`config.mk`:
```
export PLATFORM = sky130hd
export DESIGN_NAME = tpp_port
export DESIGN_NICKNAME = d
export VERILOG_FILES = /design/src/tpp_pkg.sv /design/src/tpp_pin_if.sv /design/src/tpp_sync.sv /design/src/tpp_mux.sv /design/src/tpp_port.sv
export SDC_FILE = /design/constraint.sdc
export NUM_CORES = 1
export LEC_CHECK = 0
export ABC_AREA = 1
export BUFFER_PORTS_ARGS = -buffer_cell sky130_fd_sc_hd__buf_2
export CORE_UTILIZATION = 35
export DETAILED_ROUTE_END_ITERATION = 16
export PLACE_DENSITY_LB_ADDON = 0.1
export REMOVE_ABC_BUFFERS = 1
export SYNTH_ARGS = -nofsm -noshare
export SYNTH_HDL_FRONTEND = slang
export SYNTH_SLANG_ARGS = --single-unit
```
`constraint.sdc`:
```
create_clock -name clk_sys -period 1.8 [get_ports clk_sys]
set_input_delay 0.18 -clock clk_sys [delete_from_list [all_inputs] [get_ports clk_sys]]
set_output_delay 0.18 -clock clk_sys [all_outputs]
set_load 0.02 [all_outputs]
```
`src/tpp_pkg.sv`:
```
// Constants, field layout and mode codes for the three-pin port with alternate mux
package tpp_pkg;

    localparam int          TPP_PIN_N      = 3;       // Number of port pins
    localparam int          TPP_ADDR_W     = 2;       // Register address width
    localparam int          TPP_DATA_W     = 8;       // Register data width

    // Register addresses
    localparam logic [1:0]  TPP_REG_CFG1   = 2'h0;    // Pull-up and direction
    localparam logic [1:0]  TPP_REG_CFG2   = 2'h1;    // PWM and serial routing
    localparam logic [1:0]  TPP_REG_DATA   = 2'h2;    // Port data

    // Field positions
    localparam int          TPP_DIR_LSB    = 0;       // Direction bits 2..0
    localparam int          TPP_PUE_LSB    = 4;       // Pull-up enable bits 6..4
    localparam int          TPP_MODE_LSB   = 0;       // Serial route mode 1..0
    localparam int          TPP_PWM_EN_BIT = 2;       // PWM route enable
    localparam int          TPP_PWM_SEL_BIT = 3;      // PWM channel select
    localparam int          TPP_DATA_LSB   = 0;       // Data bits 2..0

    // Pin indices
    localparam int          TPP_PIN0       = 0;
    localparam int          TPP_PIN1       = 1;
    localparam int          TPP_PIN2       = 2;

    // Reset values
    localparam logic [2:0]  TPP_RST_PINS   = 3'h0;    // Direction, pull-up, data
    localparam logic [3:0]  TPP_RST_CFG2   = 4'h0;    // Routing fields
    localparam logic [7:0]  TPP_RD_ZERO    = 8'h00;   // Idle or unmapped read data
    localparam logic        TPP_SER_IDLE   = 1'b1;    // Serial idle (recessive) level
    localparam logic        TPP_OE_OFF     = 1'b1;    // Output enable, not driving

    // Serial route modes
    typedef enum logic [1:0] {
        TPP_MODE_INTERNAL = 2'b00,                    // Serial to LIN layer inside
        TPP_MODE_EXT_SCI  = 2'b01,                    // Serial on pins 0 and 1
        TPP_MODE_EXT_LIN  = 2'b10,                    // LIN layer on pins 0 and 1
        TPP_MODE_OBSERVE  = 2'b11                     // Inside link, pins mirror it
    } tpp_mode_t;

endpackage

```
`src/tpp_pin_if.sv`:
```
// Interface between the port core and its priority pin multiplexer
`timescale 1ns/1ps
`default_nettype none
interface tpp_pin_if;
    import tpp_pkg::*;
    logic [2:0] analog_sel;   // Analog input owns pin
    logic [2:0] timer_sel;    // Timer channel owns pin
    logic [2:0] timer_dir;    // Timer channel is output compare
    logic [2:0] timer_out;    // Timer compare levels
    logic [1:0] pwm_out;      // PWM channel levels
    logic       sci_txd;      // Serial transmit from serial unit
    logic       lin_rxd;      // Receive from LIN layer
    logic [2:0] dir;          // Direction bits
    logic [2:0] data;         // Port output register
    logic [2:0] pue;          // Pull-up enables
    logic       pwm_sel;      // PWM channel select
    logic       pwm_en;       // PWM route enable
    tpp_mode_t  mode;         // Serial route mode
    logic [2:0] pin_sync;     // Synchronised pin levels
    logic [2:0] drv_en;       // Resolved drive enable, active high
    logic [2:0] drv_val;      // Resolved drive level
    logic [2:0] pull;         // Resolved pull-up
    logic       sci_rxd;      // Receive to serial unit
    logic       lin_txd;      // Transmit to LIN layer

    modport core (
        output analog_sel, timer_sel, timer_dir, timer_out, pwm_out, sci_txd, lin_rxd,
        output dir, data, pue, pwm_sel, pwm_en, mode, pin_sync,
        input  drv_en, drv_val, pull, sci_rxd, lin_txd
    );
    modport mux (
        input  analog_sel, timer_sel, timer_dir, timer_out, pwm_out, sci_txd, lin_rxd,
        input  dir, data, pue, pwm_sel, pwm_en, mode, pin_sync,
        output drv_en, drv_val, pull, sci_rxd, lin_txd
    );
endinterface
`default_nettype wire

```
`src/tpp_sync.sv`:
```
// Two-stage synchroniser for the pin inputs
`timescale 1ns/1ps
`default_nettype none
module tpp_sync
    import tpp_pkg::*;
#(
    parameter int WIDTH = TPP_PIN_N
)(
    input  wire logic             clk_sys,
    input  wire logic             resetn,
    input  wire logic [WIDTH-1:0] async_in,
    output logic      [WIDTH-1:0] sync_out
);
    logic [WIDTH-1:0] meta_r;     // First stage, read only by second
    logic [WIDTH-1:0] meta_nxt;
    logic [WIDTH-1:0] sync_r;     // Second stage, safe to use
    logic [WIDTH-1:0] sync_nxt;

    // Next values of both stages
    always_comb
    begin
        meta_nxt = async_in;
        sync_nxt = meta_r;
    end

    // Stages clear to zero under reset
    always_ff @(posedge clk_sys or negedge resetn)
    begin
        if (!resetn)
        begin
            meta_r <= '0;
            sync_r <= '0;
        end
        else
        begin
            meta_r <= meta_nxt;
            sync_r <= sync_nxt;
        end
    end

    assign sync_out = sync_r;
endmodule
`default_nettype wire

```
`src/tpp_mux.sv`:
```
// Fixed-priority alternate function multiplexer for the three pins
`timescale 1ns/1ps
`default_nettype none
module tpp_mux
    import tpp_pkg::*;
(
    tpp_pin_if.mux pif
);
    logic [2:0] ser_own;   // Serial or PWM level claims the pin
    logic [2:0] ser_en;    // Serial or PWM level drives the pin
    logic [2:0] ser_val;   // Serial or PWM drive level

    // Serial routing and PWM pick for the third level
    always_comb
    begin
        ser_own          = '0;
        ser_en           = '0;
        ser_val          = '0;
        pif.sci_rxd      = TPP_SER_IDLE;
        pif.lin_txd      = TPP_SER_IDLE;
        unique case (pif.mode)
            TPP_MODE_INTERNAL:
            begin
                // Link stays inside, pins left to plain I/O
                pif.sci_rxd = pif.lin_rxd;
                pif.lin_txd = pif.sci_txd;
            end
            TPP_MODE_EXT_SCI:
            begin
                // Pin 0 receives, pin 1 transmits for the serial unit
                ser_own[TPP_PIN1:TPP_PIN0] = 2'h3;
                pif.sci_rxd       = pif.pin_sync[TPP_PIN0];
                ser_en[TPP_PIN1]  = 1'b1;
                ser_val[TPP_PIN1] = pif.sci_txd;
            end
            TPP_MODE_EXT_LIN:
            begin
                // LIN layer receive leaves on pin 0, its transmit comes in on pin 1
                ser_own[TPP_PIN1:TPP_PIN0] = 2'h3;
                ser_en[TPP_PIN0]  = 1'b1;
                ser_val[TPP_PIN0] = pif.lin_rxd;
                pif.lin_txd       = pif.pin_sync[TPP_PIN1];
            end
            TPP_MODE_OBSERVE:
            begin
                // Link kept inside, both pins mirror it as outputs
                pif.sci_rxd       = pif.lin_rxd;
                pif.lin_txd       = pif.sci_txd;
                ser_own[TPP_PIN1:TPP_PIN0] = 2'h3;
                ser_en[TPP_PIN1:TPP_PIN0]  = 2'h3;
                ser_val[TPP_PIN0] = pif.lin_rxd;
                ser_val[TPP_PIN1] = pif.sci_txd;
            end
        endcase
        // Pin 2 carries the chosen PWM channel only while enabled
        ser_own[TPP_PIN2] = pif.pwm_en;
        ser_en[TPP_PIN2]  = pif.pwm_en;
        ser_val[TPP_PIN2] = pif.pwm_sel ? pif.pwm_out[1] : pif.pwm_out[0];
    end

    // Per-pin ranking: analog, timer, serial or PWM, plain I/O
    genvar gi;
    generate
        for (gi = 0; gi < TPP_PIN_N; gi++)
        begin : g_pin
            assign pif.drv_en[gi]  = pif.analog_sel[gi] ? 1'b0 :
                                     pif.timer_sel[gi]  ? pif.timer_dir[gi] :
                                     ser_own[gi]        ? ser_en[gi] :
                                     pif.dir[gi];
            assign pif.drv_val[gi] = pif.analog_sel[gi] ? 1'b0 :
                                     pif.timer_sel[gi]  ? pif.timer_out[gi] :
                                     ser_own[gi]        ? ser_val[gi] :
                                     pif.data[gi];
            // Pull-up never fights a driven or analog pin
            assign pif.pull[gi]    = pif.pue[gi] & ~pif.dir[gi]
                                     & ~pif.drv_en[gi] & ~pif.analog_sel[gi];
        end
    endgenerate
endmodule
`default_nettype wire

```
`src/tpp_port.sv`:
```
// Top of the three-pin port: registers, synchroniser, pin mux and output stage
//
// Decided for this implementation: the register offsets and the plain strobed port.
`timescale 1ns/1ps
`default_nettype none
module tpp_port
    import tpp_pkg::*;
#(
    parameter int ADDR_W = TPP_ADDR_W
)(
    input  wire logic              clk_sys,
    input  wire logic              resetn,
    // Register port
    input  wire logic [ADDR_W-1:0] reg_addr,
    input  wire logic [7:0]        reg_wdata,
    input  wire logic              reg_wr,
    input  wire logic              reg_rd,
    output logic      [7:0]        reg_rdata,
    // Requests from the modules owning alternate functions
    input  wire logic [2:0]        analog_in_sel,
    input  wire logic [2:0]        timer_chan_sel,
    input  wire logic [2:0]        timer_chan_dir,
    input  wire logic [2:0]        timer_chan_out,
    output logic      [2:0]        timer_chan_in,
    input  wire logic [1:0]        pwm_chan_out,
    input  wire logic              sci_txd,
    output logic                   sci_rxd,
    input  wire logic              lin_rxd,
    output logic                   lin_txd,
    // Pads
    input  wire logic [2:0]        pad_in,
    output logic      [2:0]        pad_out,
    output logic      [2:0]        pad_oe_n,
    output logic      [2:0]        pad_pullup_en
);

    tpp_pin_if   pif ();                 // Core to mux bundle

    // Software registers
    logic [2:0]  pin_direction_bits_r;   // One bit per pin, set means output
    logic [2:0]  pin_direction_bits_nxt;
    logic [2:0]  pullup_enable_r;        // One bit per pin, set enables pull-up
    logic [2:0]  pullup_enable_nxt;
    logic        pwm_channel_select_r;   // Clear picks channel 0
    logic        pwm_channel_select_nxt;
    logic        pwm_route_enable_r;     // Set drives PWM on pin 2
    logic        pwm_route_enable_nxt;
    tpp_mode_t   serial_route_mode_r;    // How serial and LIN reach pins
    tpp_mode_t   serial_route_mode_nxt;
    logic [2:0]  port_data_r;            // Port output register
    logic [2:0]  port_data_nxt;
    logic [7:0]  rdata_r;                // Read data, valid one cycle
    logic [7:0]  rdata_nxt;

    // Registered outputs
    logic [2:0]  pad_out_r;
    logic [2:0]  pad_out_nxt;
    logic [2:0]  pad_oe_n_r;
    logic [2:0]  pad_oe_n_nxt;
    logic [2:0]  pull_r;
    logic [2:0]  pull_nxt;
    logic        sci_rxd_r;
    logic        sci_rxd_nxt;
    logic        lin_txd_r;
    logic        lin_txd_nxt;

    logic [2:0]  pin_sync;               // Pin levels on the bus clock
    logic [7:0]  cfg1_view;              // Read image of first config register
    logic [7:0]  cfg2_view;              // Read image of second config register
    logic [7:0]  data_view;              // Read image of data register
    logic [2:0]  data_read_bits;         // Per-pin data read value

    // Pads are asynchronous, so every read path goes through two flops
    tpp_sync #(
        .WIDTH    (TPP_PIN_N)
    ) u_sync (
        .clk_sys  (clk_sys),
        .resetn   (resetn),
        .async_in (pad_in),
        .sync_out (pin_sync)
    );

    // Feed the mux; analog and timer selects come only from the owning modules, serial and PWM routes from registers
    assign pif.analog_sel = analog_in_sel;
    assign pif.timer_sel  = timer_chan_sel;
    assign pif.timer_dir  = timer_chan_dir;
    assign pif.timer_out  = timer_chan_out;
    assign pif.pwm_out    = pwm_chan_out;
    assign pif.sci_txd    = sci_txd;
    assign pif.lin_rxd    = lin_rxd;
    assign pif.dir        = pin_direction_bits_r;
    assign pif.data       = port_data_r;
    assign pif.pue        = pullup_enable_r;
    assign pif.pwm_sel    = pwm_channel_select_r;
    assign pif.pwm_en     = pwm_route_enable_r;
    assign pif.mode       = serial_route_mode_r;
    assign pif.pin_sync   = pin_sync;

    tpp_mux u_mux (
        .pif (pif.mux)
    );

    // Read images, unused bits read as zero
    always_comb
    begin
        cfg1_view = TPP_RD_ZERO;
        cfg1_view[TPP_DIR_LSB +: TPP_PIN_N] = pin_direction_bits_r;
        cfg1_view[TPP_PUE_LSB +: TPP_PIN_N] = pullup_enable_r;
        cfg2_view = TPP_RD_ZERO;
        cfg2_view[TPP_MODE_LSB +: 2]   = serial_route_mode_r;
        cfg2_view[TPP_PWM_EN_BIT]      = pwm_route_enable_r;
        cfg2_view[TPP_PWM_SEL_BIT]     = pwm_channel_select_r;
        // Output pins echo the register, inputs show the synced pad
        data_read_bits = (pin_direction_bits_r & port_data_r)
                       | (~pin_direction_bits_r & pin_sync);
        data_view = TPP_RD_ZERO;
        data_view[TPP_DATA_LSB +: TPP_PIN_N] = data_read_bits;
    end

    // Register writes and read answer
    always_comb
    begin
        pin_direction_bits_nxt = pin_direction_bits_r;
        pullup_enable_nxt      = pullup_enable_r;
        pwm_channel_select_nxt = pwm_channel_select_r;
        pwm_route_enable_nxt   = pwm_route_enable_r;
        serial_route_mode_nxt  = serial_route_mode_r;
        port_data_nxt          = port_data_r;
        rdata_nxt              = TPP_RD_ZERO;
        if (reg_wr)
        begin
            // Unmapped writes fall through and change nothing
            if (reg_addr == TPP_REG_CFG1)
            begin
                pin_direction_bits_nxt = reg_wdata[TPP_DIR_LSB +: TPP_PIN_N];
                pullup_enable_nxt      = reg_wdata[TPP_PUE_LSB +: TPP_PIN_N];
            end
            else if (reg_addr == TPP_REG_CFG2)
            begin
                pwm_channel_select_nxt = reg_wdata[TPP_PWM_SEL_BIT];
                pwm_route_enable_nxt   = reg_wdata[TPP_PWM_EN_BIT];
                serial_route_mode_nxt  = tpp_mode_t'(reg_wdata[TPP_MODE_LSB +: 2]);
            end
            else if (reg_addr == TPP_REG_DATA)
            begin
                // Stored even on input pins, shows once the pin turns output
                port_data_nxt = reg_wdata[TPP_DATA_LSB +: TPP_PIN_N];
            end
        end
        if (reg_rd)
        begin
            if (reg_addr == TPP_REG_CFG1)
            begin
                rdata_nxt = cfg1_view;
            end
            else if (reg_addr == TPP_REG_CFG2)
            begin
                rdata_nxt = cfg2_view;
            end
            else if (reg_addr == TPP_REG_DATA)
            begin
                rdata_nxt = data_view;
            end
        end
    end

    // Output stage next values, registered to keep pads glitch free
    always_comb
    begin
        pad_out_nxt  = pif.drv_val;
        pad_oe_n_nxt = ~pif.drv_en;
        pull_nxt     = pif.pull;
        sci_rxd_nxt  = pif.sci_rxd;
        lin_txd_nxt  = pif.lin_txd;
    end

    // All state flops
    always_ff @(posedge clk_sys or negedge resetn)
    begin
        if (!resetn)
        begin
            pin_direction_bits_r <= TPP_RST_PINS;
            pullup_enable_r      <= TPP_RST_PINS;
            pwm_channel_select_r <= TPP_RST_CFG2[TPP_PWM_SEL_BIT];
            pwm_route_enable_r   <= TPP_RST_CFG2[TPP_PWM_EN_BIT];
            serial_route_mode_r  <= TPP_MODE_INTERNAL;
            port_data_r          <= TPP_RST_PINS;
            rdata_r              <= TPP_RD_ZERO;
            pad_out_r            <= TPP_RST_PINS;
            pad_oe_n_r           <= {TPP_PIN_N{TPP_OE_OFF}};
            pull_r               <= TPP_RST_PINS;
            sci_rxd_r            <= TPP_SER_IDLE;
            lin_txd_r            <= TPP_SER_IDLE;
        end
        else
        begin
            pin_direction_bits_r <= pin_direction_bits_nxt;
            pullup_enable_r      <= pullup_enable_nxt;
            pwm_channel_select_r <= pwm_channel_select_nxt;
            pwm_route_enable_r   <= pwm_route_enable_nxt;
            serial_route_mode_r  <= serial_route_mode_nxt;
            port_data_r          <= port_data_nxt;
            rdata_r              <= rdata_nxt;
            pad_out_r            <= pad_out_nxt;
            pad_oe_n_r           <= pad_oe_n_nxt;
            pull_r               <= pull_nxt;
            sci_rxd_r            <= sci_rxd_nxt;
            lin_txd_r            <= lin_txd_nxt;
        end
    end

    assign reg_rdata     = rdata_r;
    assign pad_out       = pad_out_r;
    assign pad_oe_n      = pad_oe_n_r;
    assign pad_pullup_en = pull_r;
    assign sci_rxd       = sci_rxd_r;
    assign lin_txd       = lin_txd_r;
    assign timer_chan_in = pin_sync;     // Capture inputs see synced pads
endmodule
`default_nettype wire

```
## After elaboration in Yosys (flattened, before gate mapping)

Index checks and enable logic that the tools add are counted.

- Flip-flop bits (word level): 38
- Bits in latches: 0
- RAM bits: 0
- ROM bits: 0
- Input port bits: 33
- Logic and storage cells: 83
- Memories: 0

- Add/subtract/negate cells: 0
- Multipliers: 0
- Div/mod/pow operators: 0
- Order comparisons: 0
- Equality and inequality tests: 5
- Shift operators: 0
- Muxes and demuxes: 30
- Bitwise logic cells: 25
- Reductions and logical operators: 9

Operators with widths:

| cell | number |
|---|---|
| $mux W1 | 23 |
| $mux W7 | 2 |
| $not A1 Y1 | 11 |
| $and A1 B1 Y1 | 9 |
| $and A3 B3 Y3 | 2 |
| $eq A2 B2 Y1 const B | 3 |
| $not A3 Y3 | 2 |
| $reduce_or A2 Y1 | 3 |
| $eq A2 B1 Y1 const B | 2 |
| $logic_not A2 Y1 | 2 |
| $mux W4 | 1 |
| $pmux W1 S2 | 2 |
| $reduce_and A4 Y1 | 1 |
| $mux W3 | 1 |
| $or A3 B3 Y3 | 1 |
| $reduce_and A3 Y1 | 1 |
| $reduce_or A3 Y1 | 1 |
| $mux W2 | 1 |
| $reduce_and A2 Y1 | 1 |

## Longest topological paths before layout

- Depth in word-level cells: 9
- Depth in mapped cells: 7

## Hierarchy

A second synthesis with hierarchy kept.

- Cells, all modules: 193
- Area total of the unflattened synthesis: 1696.6 sq um

Modules (own cells, without submodules):

| module | times used | cells an instance | area an instance (sq um) |
|---|---|---|---|
| tpp_port | 1 | 117 | 1187.4 |
| tpp_mux | 1 | 70 | 359.1 |
| tpp_sync | 1 | 6 | 150.1 |

## Worst setup path before layout

No wires, ideal clock.

- Kind: register to register
- Start: register serial_route_mode_r[1] (netlist: pif.mode[1])
- End: register pull_r[1] (netlist: pad_pullup_en[1])
- Arrival: 1.070 ns
- Setup slack: 0.653 ns
- Stages on the path, launching flop included: 7
- Path buffers: 0
- Cells stage by stage: dfrtp_1 > inv_1 > ha_1 > inv_1 > o21ai_0 > nand2_1 > a21oi_1

- Cells in the longest elaborated chain, start to end: 9

Ends and longest elaborated chain:

| what | RTL line | text |
|---|---|---|
| start: declaration | tpp_port.sv:48 | `tpp_mode_t serial_route_mode_r;` |
| start signal: assignment | tpp_port.sv:201 | `serial_route_mode_r <= serial_route_mode_nxt;` |
| $eq A2 B2 Y1 / $eq A2 B1 Y1 (equally long branches) | tpp_mux.sv:21 | `unique case (pif.mode)` |
| $reduce_or A3 Y1 (no line) / $reduce_or A2 Y1 (equally long branches) | -- |  |
| $mux W2 / $mux W1 (equally long branches) | tpp_mux.sv:21 |  |
| $mux W1 * | tpp_mux.sv:68 | `ser_own[gi] ? ser_en[gi] :` |
| $mux W1 * | tpp_mux.sv:67 | `pif.timer_sel[gi] ? pif.timer_dir[gi] :` |
| $mux W1 * | tpp_mux.sv:66 | `assign pif.drv_en[gi] = pif.analog_sel[gi] ? 1'b0 :` |
| $not A1 Y1 * | tpp_mux.sv:76 | `& ~pif.drv_en[gi] & ~pif.analog_sel[gi];` |
| $and A1 B1 Y1 * (2 in series) | tpp_mux.sv:76 |  |
| named net pif.pull[1] | tpp_pin_if.sv:22 | `logic [2:0] pull;` |
| end signal: assignment | tpp_port.sv:206 | `pull_r <= pull_nxt;` |
| end: declaration | tpp_port.sv:60 | `logic [2:0] pull_r;` |

The timed path passes the listed nets; every way through them passes the cells marked *.
A chain may end at the register's enable or synchronous reset.

## Worst setup path in the final report

Ends and elaborated chain as after synthesis.

==> results.tsv <==
stage	metric	value	unit
power	sequential share of power	0.469	
power	Power Total	2137	uW
setup_path	CP top delay family	flip-flops	
setup_path	worst-path maximum fanout	7	
cts	CTS tree	yes	
setup_path	crit path DAT	1.56	ns
setup_path	Setup Crit Path Kind	flop to flop	
sta	final hold violation count	0	
synthesis	sequential fraction of the synthesis area	0.5726	
setup_path	largest stage delay on the critical path	0.47	ns
power	Pleak	0.001160	uW
synthesis	count leader, synth	nand2_1	
detailed_routing	detailed-route vias per instance	4.372	
setup_path	slowest CP cell	dfrtp_1	
min_path	HP Class	primary input to flop	
sta	Peak Freq	0.7433	GHz
placed_design	Placed Area	1942	sq um
floorplanning	Core ar.	4414	sq um
cts	Worst-path clk slew	0.07	ns
sta	RSZ-0062 raised after global routing	no	
floorplanning	Initial Utilization	0.3688	
setup_path	CP startpoint	pif.mode[1]$_DFFE_PN0P_	
sta	final worst-path cycle share	0.7474	
global_route	vias in the first global route	1249	
power	pwr/cell area	1019	nW/um^2
synthesis	Ys Warns	0	
layout	fraction of layout cells with a size suffix above 1	0.3033	
synthesis	post-synth top area share	0.4919	
synthesis	EDFF count, synth	0	
cts	Clock Latency Late Sink	0.29	ns
cts	H-tree levels	2	
cts	Clock Sinks	37	
floorplanning	Die X	70.20	um
floorplanning	I/O pin count	55	
sta	Total Neg Setup Slack	0	ns
detailed_routing	DRC	0	
sta	Final Max Tran Viols	0	
setup_path	r2r setup slk	0.45	ns
synthesis	Yosys top cell by area	dfrtp_1	
floorplanning	site row count	24	
power	Pint	1546	uW
power	Switch Pwr	591.7	uW
detailed_routing	DRT iter0 DRCs	48	
setup_path	worst r2r src	pif.mode[1]$_DFFE_PN0P_	
synthesis	post-synthesis cell area	1628	sq um
flow_run	Max Cap Violations	0	
synthesis	Mean Syn Cell Area	8.993	sq um
synthesis	ys async rst share	1.000	
layout	final instance area	2098	sq um
synthesis	top post-synthesis cells by area	dfrtp_1, nand2_1, dfstp_2, inv_1, a21oi_1	
layout	antenna cells	0	
synthesis	Synth cell types	19	
sta	final worst path period need	1.345	ns
global_route	remaining global-route overflow	0	
setup_path	cell count along the critical path	6	
setup_path	FF-to-FF path depth	6	
placed_design	Port Buffer Count	52	
sta	Final setup viols	0	
synthesis	Post-synth top flop	dfrtp_1	
global_route	maximum number of pins on one net before global-route repair	38	
global_route	gr usage total	0.1436	
detailed_routing	First-pass DRT Iterations	4	
setup_path	WP buf/inv	2	
placed_design	RD Place Congestion	0.7710	
synthesis	synthesis-stage register bit count	37	
setup_path	CP endpoint kind	flop	
setup_path	worst-path cell chain	inv_1 -> ha_1 -> inv_1 -> o21ai_0 -> nand2_1 -> a21oi_1	
synthesis	most frequent cells after synthesis	nand2_1, dfrtp_1, inv_1	
detailed_routing	wire length per cell	10.71	um
placed_design	HPWL Detailed	2397	um
floorplanning	Die Span Y	70.20	um
power	combinational power share	0.189	
cts	TritonCTS buffer count	5	
synthesis	Syn Inst Count	181	
setup_path	Worst Setup EP	pad_pullup_en[1]$_DFF_PN0_	
cts	Max Buffers Root-to-Sink	2	
layout	Area Overhead vs Synth	28.90	%
power	peak supply drop	0.3613	mV
cts	CTS root buf	clkbuf_8	
setup_path	Critical Path Start Type	flop	
sta	hold slack	0.1091	ns
setup_path	end of the worst register-to-register path	pad_pullup_en[1]$_DFF_PN0_	
detailed_routing	Antenna Nets Post-Route	0	
global_route	initial antenna violation count	0	
run_status	status	finished, final reports clean	
global_route	first-pass GRT wire length	5478	um
power	Clock power frac	0.342	
detailed_routing	Total Wirelength	3169	um
setup_path	cell mode on critical path	inv_1	
detailed_routing	vias	1294	
power	Sw Share	0.2768	
floorplanning	Die ar.	4927	sq um
sta	clk_skew	0.005317	ns
layout	final net count	282	
setup_path	Required @ worst endpoint	2.01	ns
==> cell families after synthesis <==
logic type,share of synthesized area
compound gates,0.1053
other cells,0.002304
simple gates,0.1929
buf+inv,0.08070
fa+ha+maj,0.04612
flops,0.5726
==> through the flow <==
step | worst slack (ns) | cells | util
2_1_floorplan | 0.6527 | 179 | -
3_3_place_gp | 0.4854 | 284 | 0.4399
3_5_place_dp | 0.4842 | 284 | 0.4399
4_1_cts | 0.4600 | 296 | 0.4753
5_1_grt | 0.2873 | 296 | 0.4753
6_report | 0.4547 | 296 | 0.4753
==> per-layer routing <==
| metal | part of all wire | track usage | wire [um] |
|---|---|---|---|
| met5 | 0 | 0 | 0 |
| met3 | 0.072 | 0.05339 | 229 |
| met1 | 0.49 | 0.1981 | 1546 |
| met2 | 0.42 | 0.2051 | 1340 |
| met4 | 0.017 | 0.05333 | 53 |
==> cell usage in the layout, fill, tap and decap left out, drive strengths merged, types with 4 or more instances in the layout <==
master       instances
ha                   6
nand3               12
dfrtp               32
a21oi               19
buf                 53
clkbuf               7
inv                 30
o21ai               13
nand2               43
nor2                18
dlygate4sd3          4
dfstp                5
==> final cells by class <==
cell class	instances	area, sq um
Clock buffer	7	86.33
Inverter	30	112.6
Clock inverter	1	30.03
Fill cell	453	2316
Tap cell	52	65.06
Timing Repair Buffer	57	307.8
Sequential cell	37	932.1
Multi-Input combinational cell	112	564.3
==> flip-flops by register name, indices dropped and copies added, names as in the netlist <==
name and cells:
lin_txd 1, pad_oe_n 3, pad_out 3, pad_pullup_en 3
pif.data 3, pif.dir 3, pif.mode 2, pif.pue 3
pif.pwm_en 1, pif.pwm_sel 1, reg_rdata 7, sci_rxd 1
u_sync.meta_r 3, u_sync.sync_out 3
==> repair_timing <==
item / CTS / global route
endpoints found under the hold margin: 35 / 0
resized for setup: 0 / 0
hold buffers: 4 / 0
buffers inserted: 0 / 0
==> power groups by stage <==
stage                     clock (uW)  combinational [uW]  sequential (uW)
after floorplan                    0                 199             1070
after global placement             0                 404             1020
after detailed placement           0                 403             1020
after CTS                        753                 411             1000
after global routing             789                 465             1010
final                            730                 405             1000
==> worst min path at each step <==
| stage | startpoint | endpoint | slack, ns | depth (start not counted) |
|---|---|---|---|---|
| 6_report | lin_rxd | sci_rxd$_DFF_PN1_ | 0.11 | 3 |
| 5_1_grt | analog_in_sel[0] | pad_oe_n[0]$_DFF_PN1_ | 0.12 | 3 |
| 4_1_cts | sci_txd | lin_txd$_DFF_PN1_ | 0.1 | 3 |
| 3_5_place_dp | resetn | pad_out[1]$_DFF_PN0_ | 0.25 | 2 |
| 3_3_place_gp | resetn | pad_out[1]$_DFF_PN0_ | 0.26 | 2 |
| 2_1_floorplan | resetn | pad_out[0]$_DFF_PN0_ | -0.12 | 0 |
==> worst reg2reg max path, stage by stage, from the launching register on <==
cell and delay (ns):
dfrtp_1 0.47, inv_1 0.14, ha_1 0.27, inv_1 0.09, o21ai_0 0.08, nand2_1 0.09
a21oi_1 0.13
Note: power is estimated with default switching activity, not from simulation.
